**src/spcf_regs.vh**
```
// Register map, field positions and codes of the serial port block
`ifndef SPCF_REGS_VH
`define SPCF_REGS_VH
// ==========================================
// Byte addresses
`define SPCF_ADDR_CTRL 8'h00
`define SPCF_ADDR_MODE 8'h04
`define SPCF_ADDR_STAT 8'h08
`define SPCF_ADDR_IEN 8'h0C
`define SPCF_ADDR_ICLR 8'h10
`define SPCF_ADDR_TXD 8'h14
`define SPCF_ADDR_RXD 8'h18
`define SPCF_ADDR_BAUD 8'h1C
// ==========================================
// Command register bits
`define SPCF_CR_RX_ON 4
`define SPCF_CR_RX_OFF 5
`define SPCF_CR_TX_ON 6
`define SPCF_CR_TX_OFF 7
`define SPCF_CR_ERR_CLR 8
// ==========================================
// Mode register fields
`define SPCF_MR_CHAR_LENGTH_FIELD_LSB 6
`define SPCF_MR_SYNC 8
`define SPCF_MR_PAR_LSB 9
`define SPCF_MR_STOP_LSB 12
`define SPCF_MR_CHANNEL_TEST_MODE_FIELD_LSB 14
`define SPCF_MR_BIT_ORDER_SELECT 16
`define SPCF_MR_NINE 17
`define SPCF_MODE_RST 18'h00000
// ==========================================
// Field codes
`define SPCF_PAR_EVEN 3'h0
`define SPCF_PAR_ODD 3'h1
`define SPCF_PAR_SPACE 3'h2
`define SPCF_PAR_MARK 3'h3
`define SPCF_PAR_NONE 3'h4
`define SPCF_PAR_MDROP 3'h6
`define SPCF_STOP_ONE 2'h0
`define SPCF_STOP_ONE_HALF 2'h1
`define SPCF_STOP_TWO 2'h2
`define SPCF_CHM_NORMAL 2'h0
`define SPCF_CHM_ECHO 2'h1
`define SPCF_CHM_LOCAL 2'h2
`define SPCF_CHM_REMOTE 2'h3
// ==========================================
// Event bits of status, enable and clear registers
`define SPCF_EV_RXC 0
`define SPCF_EV_TXC 1
`define SPCF_EV_OVR 2
`define SPCF_EV_UNR 3
`define SPCF_EV_PAR 4
`define SPCF_EV_FRM 5
`define SPCF_EV_W 6
// ==========================================
// Baud divisor and bus answers
`define SPCF_BAUD_RST 16'h06C8
`define SPCF_RESP_OKAY 2'h0
`define SPCF_RESP_SLVERR 2'h2
`endif

```
**src/spcf_rx.v**
```verilog
// Character deserialiser: mid-bit sampling after a low start bit
`timescale 1ns/10ps
module spcf_rx (
  input wire aclk,
  input wire aresetn,
  input wire ce,
  input wire enable,
  input wire line,
  input wire par_en,
  input wire [3:0] nbits,
  input wire bit_order_select,
  input wire [15:0] bit_len,
  output reg [8:0] data_q,
  output reg par_q,
  output reg frame_err_q,
  output reg done_q
);
  localparam S_IDLE = 5'b00001;
  localparam S_START = 5'b00010;
  localparam S_DATA = 5'b00100;
  localparam S_PAR = 5'b01000;
  localparam S_STOP = 5'b10000;
  reg [4:0] st_q;
  reg [15:0] tmr_q;
  reg [3:0] cnt_q;
  reg [8:0] sh_q;
  wire tick = (tmr_q == 16'h0000);
  wire [3:0] idx = bit_order_select ? (nbits - 4'h1 - cnt_q) : cnt_q;
  // Frame sequencer
  always @(posedge aclk) begin
    if (!aresetn) begin
      st_q <= S_IDLE;
      tmr_q <= 16'h0000;
      cnt_q <= 4'h0;
      sh_q <= 9'h000;
      data_q <= 9'h000;
      par_q <= 1'b0;
      frame_err_q <= 1'b0;
      done_q <= 1'b0;
    end else if (ce) begin
      done_q <= 1'b0;
      if (!tick) tmr_q <= tmr_q - 16'h0001;
      case (st_q)
        S_IDLE: if (enable && !line) begin
          tmr_q <= {1'b0, bit_len[15:1]} - 16'h0001;
          sh_q <= 9'h000;
          st_q <= S_START;
        end
        S_START: if (tick) begin
          cnt_q <= 4'h0;
          tmr_q <= bit_len - 16'h0001;
          st_q <= line ? S_IDLE : S_DATA;
        end
        S_DATA: if (tick) begin
          sh_q[idx] <= line;
          tmr_q <= bit_len - 16'h0001;
          if (cnt_q == nbits - 4'h1) st_q <= par_en ? S_PAR : S_STOP;
          else cnt_q <= cnt_q + 4'h1;
        end
        S_PAR: if (tick) begin
          par_q <= line;
          tmr_q <= bit_len - 16'h0001;
          st_q <= S_STOP;
        end
        default: if (tick) begin
          data_q <= sh_q;
          frame_err_q <= ~line;
          done_q <= 1'b1;
          st_q <= S_IDLE;
        end
      endcase
    end
  end
endmodule

```
**src/spcf_top.v**
```verilog
// Serial port control, character format and AXI4-Lite register file
//
// Notes on behaviour
// - Receiver-on enables receiver unless receiver-off is in the same write.
// - Transmitter-on enables transmitter unless transmitter-off is also set.
// - Error-flag clear command clears overrun and underrun status flags.
// - Length field codes 0 to 3 give 5 to 8 data bits.
// - Nine-bit select forces 9 data bits, else length field rules.
// - Clocking select 0 is asynchronous, 1 is synchronous operation.
// - Parity: even, odd, forced low, forced high, none, multidrop.
// - Stop bits: one, one and half (async only), two.
// - Mode 0 normal; mode 1 echoes receive pin onto transmit pin.
// - Mode 2 feeds transmitter output back into the receiver.
// - Mode 3 ties receive pin to transmit pin internally.
// - Bit order select: 0 least significant first, 1 most first.
//
// The register offsets and register access over AXI4-Lite are this design's own decisions.
`timescale 1ns/10ps
`include "spcf_regs.vh"
module spcf_top #(
  parameter [15:0] BAUD_DIV = `SPCF_BAUD_RST
) (
  input wire aclk,
  input wire aresetn,
  input wire ce,
  input wire s_axi_awvalid,
  output wire s_axi_awready,
  input wire [7:0] s_axi_awaddr,
  input wire s_axi_wvalid,
  output wire s_axi_wready,
  input wire [31:0] s_axi_wdata,
  input wire [3:0] s_axi_wstrb,
  output reg s_axi_bvalid,
  input wire s_axi_bready,
  output reg [1:0] s_axi_bresp,
  input wire s_axi_arvalid,
  output wire s_axi_arready,
  input wire [7:0] s_axi_araddr,
  output reg s_axi_rvalid,
  input wire s_axi_rready,
  output reg [31:0] s_axi_rdata,
  output reg [1:0] s_axi_rresp,
  input wire rxd,
  output wire txd,
  output reg sck_q,
  output wire irq
);

  // ==========================================
  // Parity of a character for the selected type
  function par_of;
    input [2:0] ptype;
    input [8:0] d;
    input addr;
    begin
      case (ptype)
        `SPCF_PAR_EVEN: par_of = ^d;
        `SPCF_PAR_ODD: par_of = ~^d;
        `SPCF_PAR_SPACE: par_of = 1'b0;
        `SPCF_PAR_MARK: par_of = 1'b1;
        default: par_of = addr;
      endcase
    end
  endfunction

  // ==========================================
  // Register state
  reg [17:0] mode_q;
  reg [15:0] baud_q;
  reg [`SPCF_EV_W-1:0] evt_q;
  reg [`SPCF_EV_W-1:0] ien_q;
  reg rx_on_q;
  reg tx_on_q;
  reg [8:0] thr_q;
  reg thr_addr_q;
  reg thr_full_q;
  reg [8:0] rhr_q;
  reg rhr_par_q;
  reg rhr_full_q;
  reg aw_have_q;
  reg w_have_q;
  reg [7:0] awaddr_q;
  reg [31:0] wdata_q;
  reg [3:0] wstrb_q;
  reg [15:0] sck_cnt_q;

  // ==========================================
  // Mode field decode
  wire [1:0] char_length_field = mode_q[`SPCF_MR_CHAR_LENGTH_FIELD_LSB+1:`SPCF_MR_CHAR_LENGTH_FIELD_LSB];
  wire sync_mode = mode_q[`SPCF_MR_SYNC];
  wire [2:0] ptype = mode_q[`SPCF_MR_PAR_LSB+2:`SPCF_MR_PAR_LSB];
  wire [1:0] stop_code = mode_q[`SPCF_MR_STOP_LSB+1:`SPCF_MR_STOP_LSB];
  wire [1:0] channel_test_mode_field = mode_q[`SPCF_MR_CHANNEL_TEST_MODE_FIELD_LSB+1:`SPCF_MR_CHANNEL_TEST_MODE_FIELD_LSB];
  wire bit_order_select = mode_q[`SPCF_MR_BIT_ORDER_SELECT];
  wire nine = mode_q[`SPCF_MR_NINE];
  // Character length in bits
  wire [3:0] nbits = nine ? 4'h9 : 4'h5 + {2'b00, char_length_field};
  wire [8:0] dmask = ~(9'h1FF << nbits);
  // Parity present for real parity types and multidrop
  wire par_en = (ptype[2] == 1'b0) || (ptype == `SPCF_PAR_MDROP);
  // Stop length in half-bit units; 1.5 is reserved when synchronous
  reg [2:0] stop_halves;
  always @* begin
    case (stop_code)
      `SPCF_STOP_ONE_HALF: stop_halves = sync_mode ? 3'h2 : 3'h3;
      `SPCF_STOP_TWO: stop_halves = 3'h4;
      default: stop_halves = 3'h2;
    endcase
  end
  // Bit period, never below two cycles
  wire [15:0] bit_len = (baud_q < 16'h0002) ? 16'h0002 : baud_q;

  // ==========================================
  // Serial engines and channel routing
  wire tx_line;
  wire tx_busy;
  wire tx_done;
  wire rx_in;
  wire [8:0] rx_data;
  wire rx_par;
  wire rx_ferr;
  wire rx_done;
  wire tx_start = tx_on_q && thr_full_q && !tx_busy;
  // Receiver source: pin, or own transmitter in local loopback
  assign rx_in = (channel_test_mode_field == `SPCF_CHM_LOCAL) ? tx_line : rxd;
  // Transmit pin: echo or remote loopback pass the receive pin
  assign txd = (channel_test_mode_field == `SPCF_CHM_ECHO) ? rxd :
               (channel_test_mode_field == `SPCF_CHM_REMOTE) ? rxd :
               (channel_test_mode_field == `SPCF_CHM_LOCAL) ? 1'b1 : tx_line;

  spcf_tx u_tx (
    .aclk(aclk),
    .aresetn(aresetn),
    .ce(ce),
    .start(tx_start),
    .data(thr_q & dmask),
    .par_bit(par_of(ptype, thr_q & dmask, thr_addr_q)),
    .par_en(par_en),
    .nbits(nbits),
    .stop_halves(stop_halves),
    .bit_order_select(bit_order_select),
    .bit_len(bit_len),
    .line(tx_line),
    .busy(tx_busy),
    .done_q(tx_done)
  );

  spcf_rx u_rx (
    .aclk(aclk),
    .aresetn(aresetn),
    .ce(ce),
    .enable(rx_on_q),
    .line(rx_in),
    .par_en(par_en),
    .nbits(nbits),
    .bit_order_select(bit_order_select),
    .bit_len(bit_len),
    .data_q(rx_data),
    .par_q(rx_par),
    .frame_err_q(rx_ferr),
    .done_q(rx_done)
  );

  // ==========================================
  // AXI4-Lite handshakes
  assign s_axi_awready = ce && !aw_have_q && !s_axi_bvalid;
  assign s_axi_wready = ce && !w_have_q && !s_axi_bvalid;
  assign s_axi_arready = ce && !s_axi_rvalid;
  wire ar_take = s_axi_arvalid && s_axi_arready;
  wire wr_go = aw_have_q && w_have_q;
  wire [31:0] wmask = {{8{wstrb_q[3]}}, {8{wstrb_q[2]}}, {8{wstrb_q[1]}}, {8{wstrb_q[0]}}};
  wire [31:0] wd = wdata_q & wmask;
  // Decoded write strobes
  wire wr_ctrl = wr_go && (awaddr_q == `SPCF_ADDR_CTRL);
  wire wr_mode = wr_go && (awaddr_q == `SPCF_ADDR_MODE);
  wire wr_ien = wr_go && (awaddr_q == `SPCF_ADDR_IEN);
  wire wr_iclr = wr_go && (awaddr_q == `SPCF_ADDR_ICLR);
  wire wr_txd = wr_go && (awaddr_q == `SPCF_ADDR_TXD);
  wire wr_baud = wr_go && (awaddr_q == `SPCF_ADDR_BAUD);
  wire wr_ok = wr_ctrl || wr_mode || wr_ien || wr_iclr || wr_txd || wr_baud ||
               (awaddr_q == `SPCF_ADDR_STAT) || (awaddr_q == `SPCF_ADDR_RXD);
  wire rd_rxd = ar_take && (s_axi_araddr[7:2] == `SPCF_ADDR_RXD >> 2);

  // Address and data capture, in either order, and write answer
  always @(posedge aclk) begin
    if (!aresetn) begin
      aw_have_q <= 1'b0;
      w_have_q <= 1'b0;
      awaddr_q <= 8'h00;
      wdata_q <= 32'h00000000;
      wstrb_q <= 4'h0;
      s_axi_bvalid <= 1'b0;
      s_axi_bresp <= `SPCF_RESP_OKAY;
    end else if (ce) begin
      if (s_axi_awvalid && s_axi_awready) begin
        aw_have_q <= 1'b1;
        awaddr_q <= {s_axi_awaddr[7:2], 2'b00};
      end
      if (s_axi_wvalid && s_axi_wready) begin
        w_have_q <= 1'b1;
        wdata_q <= s_axi_wdata;
        wstrb_q <= s_axi_wstrb;
      end
      if (wr_go) begin
        aw_have_q <= 1'b0;
        w_have_q <= 1'b0;
        s_axi_bvalid <= 1'b1;
        s_axi_bresp <= wr_ok ? `SPCF_RESP_OKAY : `SPCF_RESP_SLVERR;
      end else if (s_axi_bready) begin
        s_axi_bvalid <= 1'b0;
      end
    end
  end

  // Read data multiplexer
  reg [31:0] rd_mux;
  reg rd_ok;
  always @* begin
    rd_mux = 32'h00000000;
    rd_ok = 1'b1;
    if (s_axi_araddr[7:2] == `SPCF_ADDR_MODE >> 2) begin
      rd_mux = {14'h0000, mode_q};
    end else if (s_axi_araddr[7:2] == `SPCF_ADDR_STAT >> 2) begin
      rd_mux = {20'h00000, tx_on_q, rx_on_q, !thr_full_q, rhr_full_q, 2'b00, evt_q};
    end else if (s_axi_araddr[7:2] == `SPCF_ADDR_IEN >> 2) begin
      rd_mux = {26'h0000000, ien_q};
    end else if (s_axi_araddr[7:2] == `SPCF_ADDR_RXD >> 2) begin
      rd_mux = {16'h0000, rhr_par_q, 6'h00, rhr_q};
    end else if (s_axi_araddr[7:2] == `SPCF_ADDR_BAUD >> 2) begin
      rd_mux = {16'h0000, baud_q};
    end else if (s_axi_araddr[7:2] == `SPCF_ADDR_CTRL >> 2) begin
      rd_mux = 32'h00000000;
    end else if (s_axi_araddr[7:2] == `SPCF_ADDR_ICLR >> 2) begin
      rd_mux = 32'h00000000;
    end else if (s_axi_araddr[7:2] == `SPCF_ADDR_TXD >> 2) begin
      rd_mux = 32'h00000000;
    end else begin
      rd_ok = 1'b0;
    end
  end

  // Read answer, one cycle after the address is taken
  always @(posedge aclk) begin
    if (!aresetn) begin
      s_axi_rvalid <= 1'b0;
      s_axi_rdata <= 32'h00000000;
      s_axi_rresp <= `SPCF_RESP_OKAY;
    end else if (ce) begin
      if (ar_take) begin
        s_axi_rvalid <= 1'b1;
        s_axi_rdata <= rd_mux;
        s_axi_rresp <= rd_ok ? `SPCF_RESP_OKAY : `SPCF_RESP_SLVERR;
      end else if (s_axi_rready) begin
        s_axi_rvalid <= 1'b0;
      end
    end
  end

  // ==========================================
  // Configuration registers
  always @(posedge aclk) begin
    if (!aresetn) begin
      mode_q <= `SPCF_MODE_RST;
      baud_q <= BAUD_DIV;
      ien_q <= {`SPCF_EV_W{1'b0}};
    end else if (ce) begin
      if (wr_mode) mode_q <= (mode_q & ~wmask[17:0]) | wd[17:0];
      if (wr_baud) baud_q <= (baud_q & ~wmask[15:0]) | wd[15:0];
      if (wr_ien) ien_q <= (ien_q & ~wmask[`SPCF_EV_W-1:0]) | wd[`SPCF_EV_W-1:0];
    end
  end

  // Enable commands; the off bit wins over the on bit
  always @(posedge aclk) begin
    if (!aresetn) begin
      rx_on_q <= 1'b0;
      tx_on_q <= 1'b0;
    end else if (ce && wr_ctrl) begin
      if (wd[`SPCF_CR_RX_OFF]) rx_on_q <= 1'b0;
      else if (wd[`SPCF_CR_RX_ON]) rx_on_q <= 1'b1;
      if (wd[`SPCF_CR_TX_OFF]) tx_on_q <= 1'b0;
      else if (wd[`SPCF_CR_TX_ON]) tx_on_q <= 1'b1;
    end
  end

  // ==========================================
  // Holding registers
  always @(posedge aclk) begin
    if (!aresetn) begin
      thr_q <= 9'h000;
      thr_addr_q <= 1'b0;
      thr_full_q <= 1'b0;
      rhr_q <= 9'h000;
      rhr_par_q <= 1'b0;
      rhr_full_q <= 1'b0;
    end else if (ce) begin
      if (wr_txd && !thr_full_q) begin
        thr_q <= wd[8:0];
        thr_addr_q <= wd[15];
        thr_full_q <= 1'b1;
      end else if (tx_start) begin
        thr_full_q <= 1'b0;
      end
      // Arrival wins over a read in the same cycle
      if (rx_done) begin
        rhr_q <= rx_data;
        rhr_par_q <= rx_par;
        rhr_full_q <= 1'b1;
      end else if (rd_rxd) begin
        rhr_full_q <= 1'b0;
      end
    end
  end

  // ==========================================
  // Sticky events: set wins over any clear
  wire par_bad = par_en && (ptype != `SPCF_PAR_MDROP) && (rx_par != par_of(ptype, rx_data, 1'b0));
  reg [`SPCF_EV_W-1:0] ev_set;
  reg [`SPCF_EV_W-1:0] ev_clr;
  always @* begin
    ev_set = {`SPCF_EV_W{1'b0}};
    ev_set[`SPCF_EV_RXC] = rx_done;
    ev_set[`SPCF_EV_TXC] = tx_done;
    ev_set[`SPCF_EV_OVR] = rx_done && rhr_full_q && !rd_rxd;
    ev_set[`SPCF_EV_UNR] = tx_done && sync_mode && tx_on_q && !thr_full_q;
    ev_set[`SPCF_EV_PAR] = rx_done && par_bad;
    ev_set[`SPCF_EV_FRM] = rx_done && rx_ferr;
    ev_clr = wr_iclr ? wd[`SPCF_EV_W-1:0] : {`SPCF_EV_W{1'b0}};
    if (wr_ctrl && wd[`SPCF_CR_ERR_CLR]) begin
      ev_clr[`SPCF_EV_OVR] = 1'b1;
      ev_clr[`SPCF_EV_UNR] = 1'b1;
    end
  end

  always @(posedge aclk) begin
    if (!aresetn) begin
      evt_q <= {`SPCF_EV_W{1'b0}};
    end else if (ce) begin
      evt_q <= (evt_q & ~ev_clr) | ev_set;
    end
  end

  // Level interrupt from enabled sticky bits
  assign irq = |(evt_q & ien_q);

  // ==========================================
  // Synchronous bit clock: toggles each half bit
  always @(posedge aclk) begin
    if (!aresetn) begin
      sck_cnt_q <= 16'h0000;
      sck_q <= 1'b0;
    end else if (ce) begin
      if (!sync_mode) begin
        sck_cnt_q <= 16'h0000;
        sck_q <= 1'b0;
      end else if (sck_cnt_q == {1'b0, bit_len[15:1]} - 16'h0001) begin
        sck_cnt_q <= 16'h0000;
        sck_q <= ~sck_q;
      end else begin
        sck_cnt_q <= sck_cnt_q + 16'h0001;
      end
    end
  end

endmodule

```
**src/spcf_tx.v**
```verilog
// Character serialiser: start, data, optional parity, stop half-bits
`timescale 1ns/10ps
module spcf_tx (
  input wire aclk,
  input wire aresetn,
  input wire ce,
  input wire start,
  input wire [8:0] data,
  input wire par_bit,
  input wire par_en,
  input wire [3:0] nbits,
  input wire [2:0] stop_halves,
  input wire bit_order_select,
  input wire [15:0] bit_len,
  output wire line,
  output wire busy,
  output reg done_q
);
  localparam S_IDLE = 5'b00001;
  localparam S_START = 5'b00010;
  localparam S_DATA = 5'b00100;
  localparam S_PAR = 5'b01000;
  localparam S_STOP = 5'b10000;
  reg [4:0] st_q;
  reg [15:0] tmr_q;
  reg [3:0] cnt_q;
  reg [8:0] sh_q;
  reg par_q;
  wire tick = (tmr_q == 16'h0000);
  wire [3:0] idx = bit_order_select ? (nbits - 4'h1 - cnt_q) : cnt_q;
  // Line level from state; idles high
  assign line = st_q[1] ? 1'b0 : st_q[2] ? sh_q[idx] : st_q[3] ? par_q : 1'b1;
  assign busy = ~st_q[0];
  // Frame sequencer
  always @(posedge aclk) begin
    if (!aresetn) begin
      st_q <= S_IDLE;
      tmr_q <= 16'h0000;
      cnt_q <= 4'h0;
      sh_q <= 9'h000;
      par_q <= 1'b0;
      done_q <= 1'b0;
    end else if (ce) begin
      done_q <= 1'b0;
      if (!tick) tmr_q <= tmr_q - 16'h0001;
      case (st_q)
        S_IDLE: if (start) begin
          sh_q <= data;
          par_q <= par_bit;
          tmr_q <= bit_len - 16'h0001;
          st_q <= S_START;
        end
        S_START: if (tick) begin
          cnt_q <= 4'h0;
          tmr_q <= bit_len - 16'h0001;
          st_q <= S_DATA;
        end
        S_DATA: if (tick) begin
          if (cnt_q == nbits - 4'h1) begin
            cnt_q <= 4'h0;
            st_q <= par_en ? S_PAR : S_STOP;
            tmr_q <= par_en ? bit_len - 16'h0001 : {1'b0, bit_len[15:1]} - 16'h0001;
          end else begin
            cnt_q <= cnt_q + 4'h1;
            tmr_q <= bit_len - 16'h0001;
          end
        end
        S_PAR: if (tick) begin
          st_q <= S_STOP;
          tmr_q <= {1'b0, bit_len[15:1]} - 16'h0001;
        end
        default: if (tick) begin
          tmr_q <= {1'b0, bit_len[15:1]} - 16'h0001;
          if (cnt_q == {1'b0, stop_halves} - 4'h1) begin
            st_q <= S_IDLE;
            done_q <= 1'b1;
          end else begin
            cnt_q <= cnt_q + 4'h1;
          end
        end
      endcase
    end
  end
endmodule

```
**config.mk**
```make
export PLATFORM = sky130hd
export DESIGN_NAME = spcf_top
export DESIGN_NICKNAME = d
export VERILOG_FILES = /design/src/spcf_rx.v /design/src/spcf_top.v /design/src/spcf_tx.v
export VERILOG_INCLUDE_DIRS = /design/src /design/src/src
export SDC_FILE = /design/constraint.sdc
export NUM_CORES = 1
export LEC_CHECK = 0
export BUFFER_PORTS_ARGS = -buffer_cell sky130_fd_sc_hd__buf_2
export CORE_MARGIN = 5
export CORE_UTILIZATION = 50
export CTS_CLUSTER_DIAMETER = 120
export DETAILED_ROUTE_END_ITERATION = 10
export GPL_TIMING_DRIVEN = 1
export PLACE_DENSITY = 0.65
export SKIP_CTS_REPAIR_TIMING = 1
export SLEW_MARGIN = 10
export SYNTH_ARGS = -nofsm -noshare
export SYNTH_HDL_FRONTEND = slang
export SYNTH_HIERARCHICAL = 1
export SYNTH_SLANG_ARGS = --single-unit
export TNS_END_PERCENT = 100
```
**constraint.sdc**
```tcl
create_clock -name aclk -period 6.53 [get_ports aclk]
set_input_delay 0 -clock aclk [delete_from_list [all_inputs] [get_ports aclk]]
set_output_delay 0 -clock aclk [all_outputs]
set_load 0.05 [all_outputs]
```
[Yosys cells after proc, flatten, opt, wreduce, memory -nomap -nowiden]
Cells that the tools add are included.
Storage, ports and cells
  flip-flop bits (word level): 236
  bits in latches: 0
  bits in writable memories: 0
  bits in read-only memories: 0
  logic and storage cells: 330
  memories: 0
Cells by class
  add/subtract/negate cells: 12
  multipliers: 0
  div/mod/pow operators: 0
  order comparisons: 4
  eq/ne operators: 50
  shift operators: 1
  muxes and demuxes: 104
  bitwise operators: 21
  reduce and logical (&&, ||, !) cells: 100
Operator list (count)
  $mux 16: 17
  $mux 5: 14
  $eq 6x3->1 const B: 8
  $pmux 16 s3: 1
  $sub 16x1->16 const B: 3
  $mux 4: 11
  $mux 1: 41
  $pmux 5 s4: 2
  $and 18x18->18: 2
  $reduce_and 2->1: 18
  $logic_and 1x1->1: 32
  $logic_not 16->1: 2
  $pmux 16 s2: 1
  $eq 6x2->1 const B: 4
  $reduce_bool 2->1: 12
  $ne 2x1->1 const B: 10
  $and 6x6->6: 3
  $mux 18: 1
  $mux 9: 2
  $not 18->18: 1
  $or 18x18->18: 1
  $pmux 9 s2: 1
  $reduce_xnor 9->1: 2
  $reduce_xor 9->1: 2
  other kinds (60): 101

[Depth between registers and ports, before layout]
  depth in word-level cells: 14
  mapped depth: 20
  depth with buffers taken out: 18

[Hierarchy]
Netlist, hierarchy kept.
Modules (own cells, without submodules)
  spcf_top: instances 1, cells an instance 860, area each 6869.1 µm²
  spcf_rx: instances 1, cells an instance 427, area each 3353.2 µm²
  spcf_tx: instances 1, cells an instance 436, area each 3285.7 µm²

[Least setup slack after synthesis]
OpenSTA, ideal clock, no wires.
  kind: register to register
  start: register with a tool-made name
  end: register u_rx.sh_q[5]
  library setup time: 0.122 ns
  arrival time: 4.559 ns
  slack: 1.849 ns
  stages on the path, launching flop included: 19
  buffers on the path: 1
  cells stage by stage: dfxtp_1 ha_1 nor2b_1 inv_1 ha_1 fa_1 a21oi_1 mux4_2 mux2_2 o211a_1 a211o_1 mux2_2 nor2b_1 and4_1 clkbuf_1 a21o_1 a21oi_1 a41o_1 a221o_1
RTL lines
  end signal, assigned by index: line spcf_rx.v:55  | sh_q[idx] <= line;
  end, declared: line spcf_rx.v:26  | reg [8:0] sh_q;

==> reports/results.txt <==
Max incr delay on CP: 0.56 ns
Post-DR wirelength/cell: 19.2 um
DIE WIDTH: 174 um
Routed Wire Length: 40.6 mm
Setup Viol. Count Final: 0
Hold WC Path Type: input port to register
Via total after detailed routing: 12800
CP top delay family: simple AND/OR/NAND/NOR gates
Pin count of the biggest net entering global routing: 74
Area of the core: 26800 um2
Post-synth EDFFs: 0
Clock slew at reported path FFs: 0.06 ns
Critical-path cell list: ha_1 -> nor2b_1 -> inv_1 -> ha_1 -> fa_1 -> a21oi_1 -> mux4_2 -> mux2_2 -> o211a_1 -> a211o_1 -> mux2_2 -> nor2b_1 -> nand4_1 -> and2_1 -> o2bb2ai_1 -> a221oi_1 -> a21oi_1
Antenna violations before repair: 4
Max-Cap Viols: 0
DP HPWL: 28.0 mm
Clock Skews: 0.0111 ns
Post-Syn Area per Cell: 7.84 um2
Gr ovfl total: 0
Relative slew slack: 18.9%
Arr. time, crit path: 5.85 ns
Sequential fraction of the synthesis area: 32.6%
VDD IR-drop max: 0.000238 V
Mapped Area: 13500 um2
CTS sink count: 220
CTS root buf: clkbuf_16
RePlAce Congestion: 0.913
Crit path time final: 5.45 ns
Vias in the first global route: 11800
DIE HEIGHT: 174 um
Critical path type: register to register
Final TNS setup: 0 ns
M3 GR Usage: 3.61%
Residual DRC: 0
1st-pass router iterations: 6
Initial Utilization: 50.4%
Post-DR vias/cell: 6.07
TritonCTS clock tree: built
Skew-Pair Late Insertion Delay: 0.55 ns
Fmax: 183 MHz
Post-Syn Instances: 1723
GRT busiest layer: met2
Port buffer count: 69
Critical path fanouts, max: 14
Yosys cell types: 100
Part of the cycle the worst path needs: 83.5%
H-tree levels: 1
# nets final: 1834
Crit path buf inv count: 1
Worst slew pin tran: 1.22 ns
Global-route wire length before repair: 64.3 mm
Async SR Flop Fraction: 0%
Top Ports: 105
CP endpoint kind: register
Die ar.: 30400 um2
Final hold vios: 0
Syn-to-layout area delta: 11.2%
Final ANT Viol Nets: 0
Leak: 5.45 nW
Worst-case clock buffer depth: 3
Outcome: complete, no violations
Global Route Usage Sum: 25.4%
CP required: 6.93 ns
CTS buffer count: 25
M2 GR Usage: 39.1%
GRT met1 Usage: 37.4%
Startpoint Class: register
P per Cell Area: 221 nW/um2
Max-slew violation count: 0
Fraction of layout cells with a size suffix above 1: 11.1%
Yosys warns: 6
Initial DRC Count: 1400
Fin util: 56.0%
Register bit total from synthesis: 220
RSZ-0062 raised after global routing: false
Row Count: 60
Synth Flop Type: dfxtp_1
Slowest-stage cell, CP: nand4_1
stage by stage:
step	power, mW	std cells	hold WS [ns]	setup slack (ns)	cell area (um2)
2_1_floorplan	1.77	1738	0.136	1.85	13600
3_3_place_gp	1.85	2029	0.234	1.22	13800
3_5_place_dp	1.86	2029	0.236	1.15	13800
4_1_cts	3.31	2073	-0.341	1.13	14700
5_1_grt	3.44	2106	0.0749	0.717	15000
6_report	3.31	2108	0.0335	1.08	15000
routing by layer:
layer | up-vias | share of wire [%]
met5 | - | 0.054
met4 | 4 | 2.3
met3 | 85 | 7.2
met2 | 515 | 44
met1 | 6028 | 46
li1 | 6155 | -
cells in the mapped netlist, types with 8 or more instances:
cell	number	share of area, %
a211oi_1	12	0.67
a21o_1	9	0.50
a21oi_1	121	4.5
a221oi_1	17	1.1
a22oi_1	13	0.72
a31oi_1	21	0.97
and2_1	21	0.97
and3_1	23	1.1
buf_2	19	0.70
buf_4	20	1.1
clkbuf_1	94	2.6
dfxtp_1	220	33
ha_1	23	2.1
inv_1	44	1.2
mux2_2	8	0.67
mux2i_1	50	3.7
nand2_1	208	5.8
nand2b_1	17	0.79
nand3_1	96	3.6
nand4_1	20	0.93
nor2_1	175	4.9
nor2_2	11	0.51
nor2b_1	18	0.83
nor3_1	55	2.0
nor3b_1	9	0.50
nor4_1	20	0.93
o211ai_1	8	0.44
o21ai_0	63	2.3
o22ai_1	10	0.46
o31ai_1	9	0.50
or3_1	8	0.37
xnor2_1	57	3.7
xor2_1	61	4.0
path summary, 6_finish.rpt:
check	startpoint	endpoint	slack, ns	cells after the start
worst max-delay path	register	u_rx/tmr_q[2]	1.08	17
worst min-delay path	s_axi_awvalid	aw_have_q	0.03	4
worst max register to register	register	u_rx/tmr_q[2]	1.08	17
worst min register to register	s_axi_rdata[17]	s_axi_rdata[17]	0.45	2
layout by cell type (no fill, tap or decap), types with 8 or more instances in the layout:
cell type	Yosys	final
buf_2	19	69
nand4_1	20	20
a221oi_1	17	17
o31ai_1	9	9
xnor2_1	57	57
nor3_1	55	55
nor2_1	175	175
a21oi_1	121	121
a211oi_1	12	12
and2_1	21	21
and3_1	23	23
nor4_1	20	20
o22ai_1	10	10
mux2i_1	50	50
nor2b_1	18	18
or3_1	8	8
o21ai_0	63	63
inv_1	44	43
dfxtp_1	220	220
ha_1	23	23
nand2_1	208	208
a21o_1	9	9
a22oi_1	13	13
nor3b_1	9	9
a31oi_1	21	21
buf_4	20	18
clkbuf_16	0	25
nand3_1	96	96
mux2_2	8	8
dlygate4sd3_1	0	33
nor2_2	11	11
xor2_1	61	61
nand2b_1	17	17
o211ai_1	8	8
conb_1	1	16
area by class of cell:
| cell class | instances | area [um2] |
|---|---|---|
| diodes | 2 | 5.00 |
| flip-flops and latches | 220 | 4400 |
| clock inverters | 10 | 119 |
| repair buffers | 120 | 811 |
| inverters | 46 | 174 |
| fillers | 2502 | 11800 |
| clock buffers | 34 | 729 |
| multi-input cells | 1335 | 8350 |
| well taps | 341 | 427 |
logic make-up after synthesis:
family,count (synthesis),synth area share [%]
fa+ha+maj,25,2.43
flops,220,32.6
buf+inv,183,5.99
other cells,1,0.0278
compound gates,375,18.4
xor+xnor,119,7.83
simple gates,735,27.3
mux,65,5.46
power by group:
| group | internal, mW | switching (mW) |
|---|---|---|
| registers | 1.38 | 0.0550 |
| logic | 0.150 | 0.271 |
| clock network | 0.861 | 0.594 |
| total | 2.39 | 0.920 |
worst register-to-register path, delay by kind of cell, from the launching register on:
kind / cells / cell delay (ns)
simple gates: 4 / 1.50
compound gates: 6 / 1.24
fa+ha+maj: 3 / 1.19
mux: 3 / 0.94
flops: 1 / 0.36
buf+inv: 1 / 0.08
(Power assumes the default switching activity.)
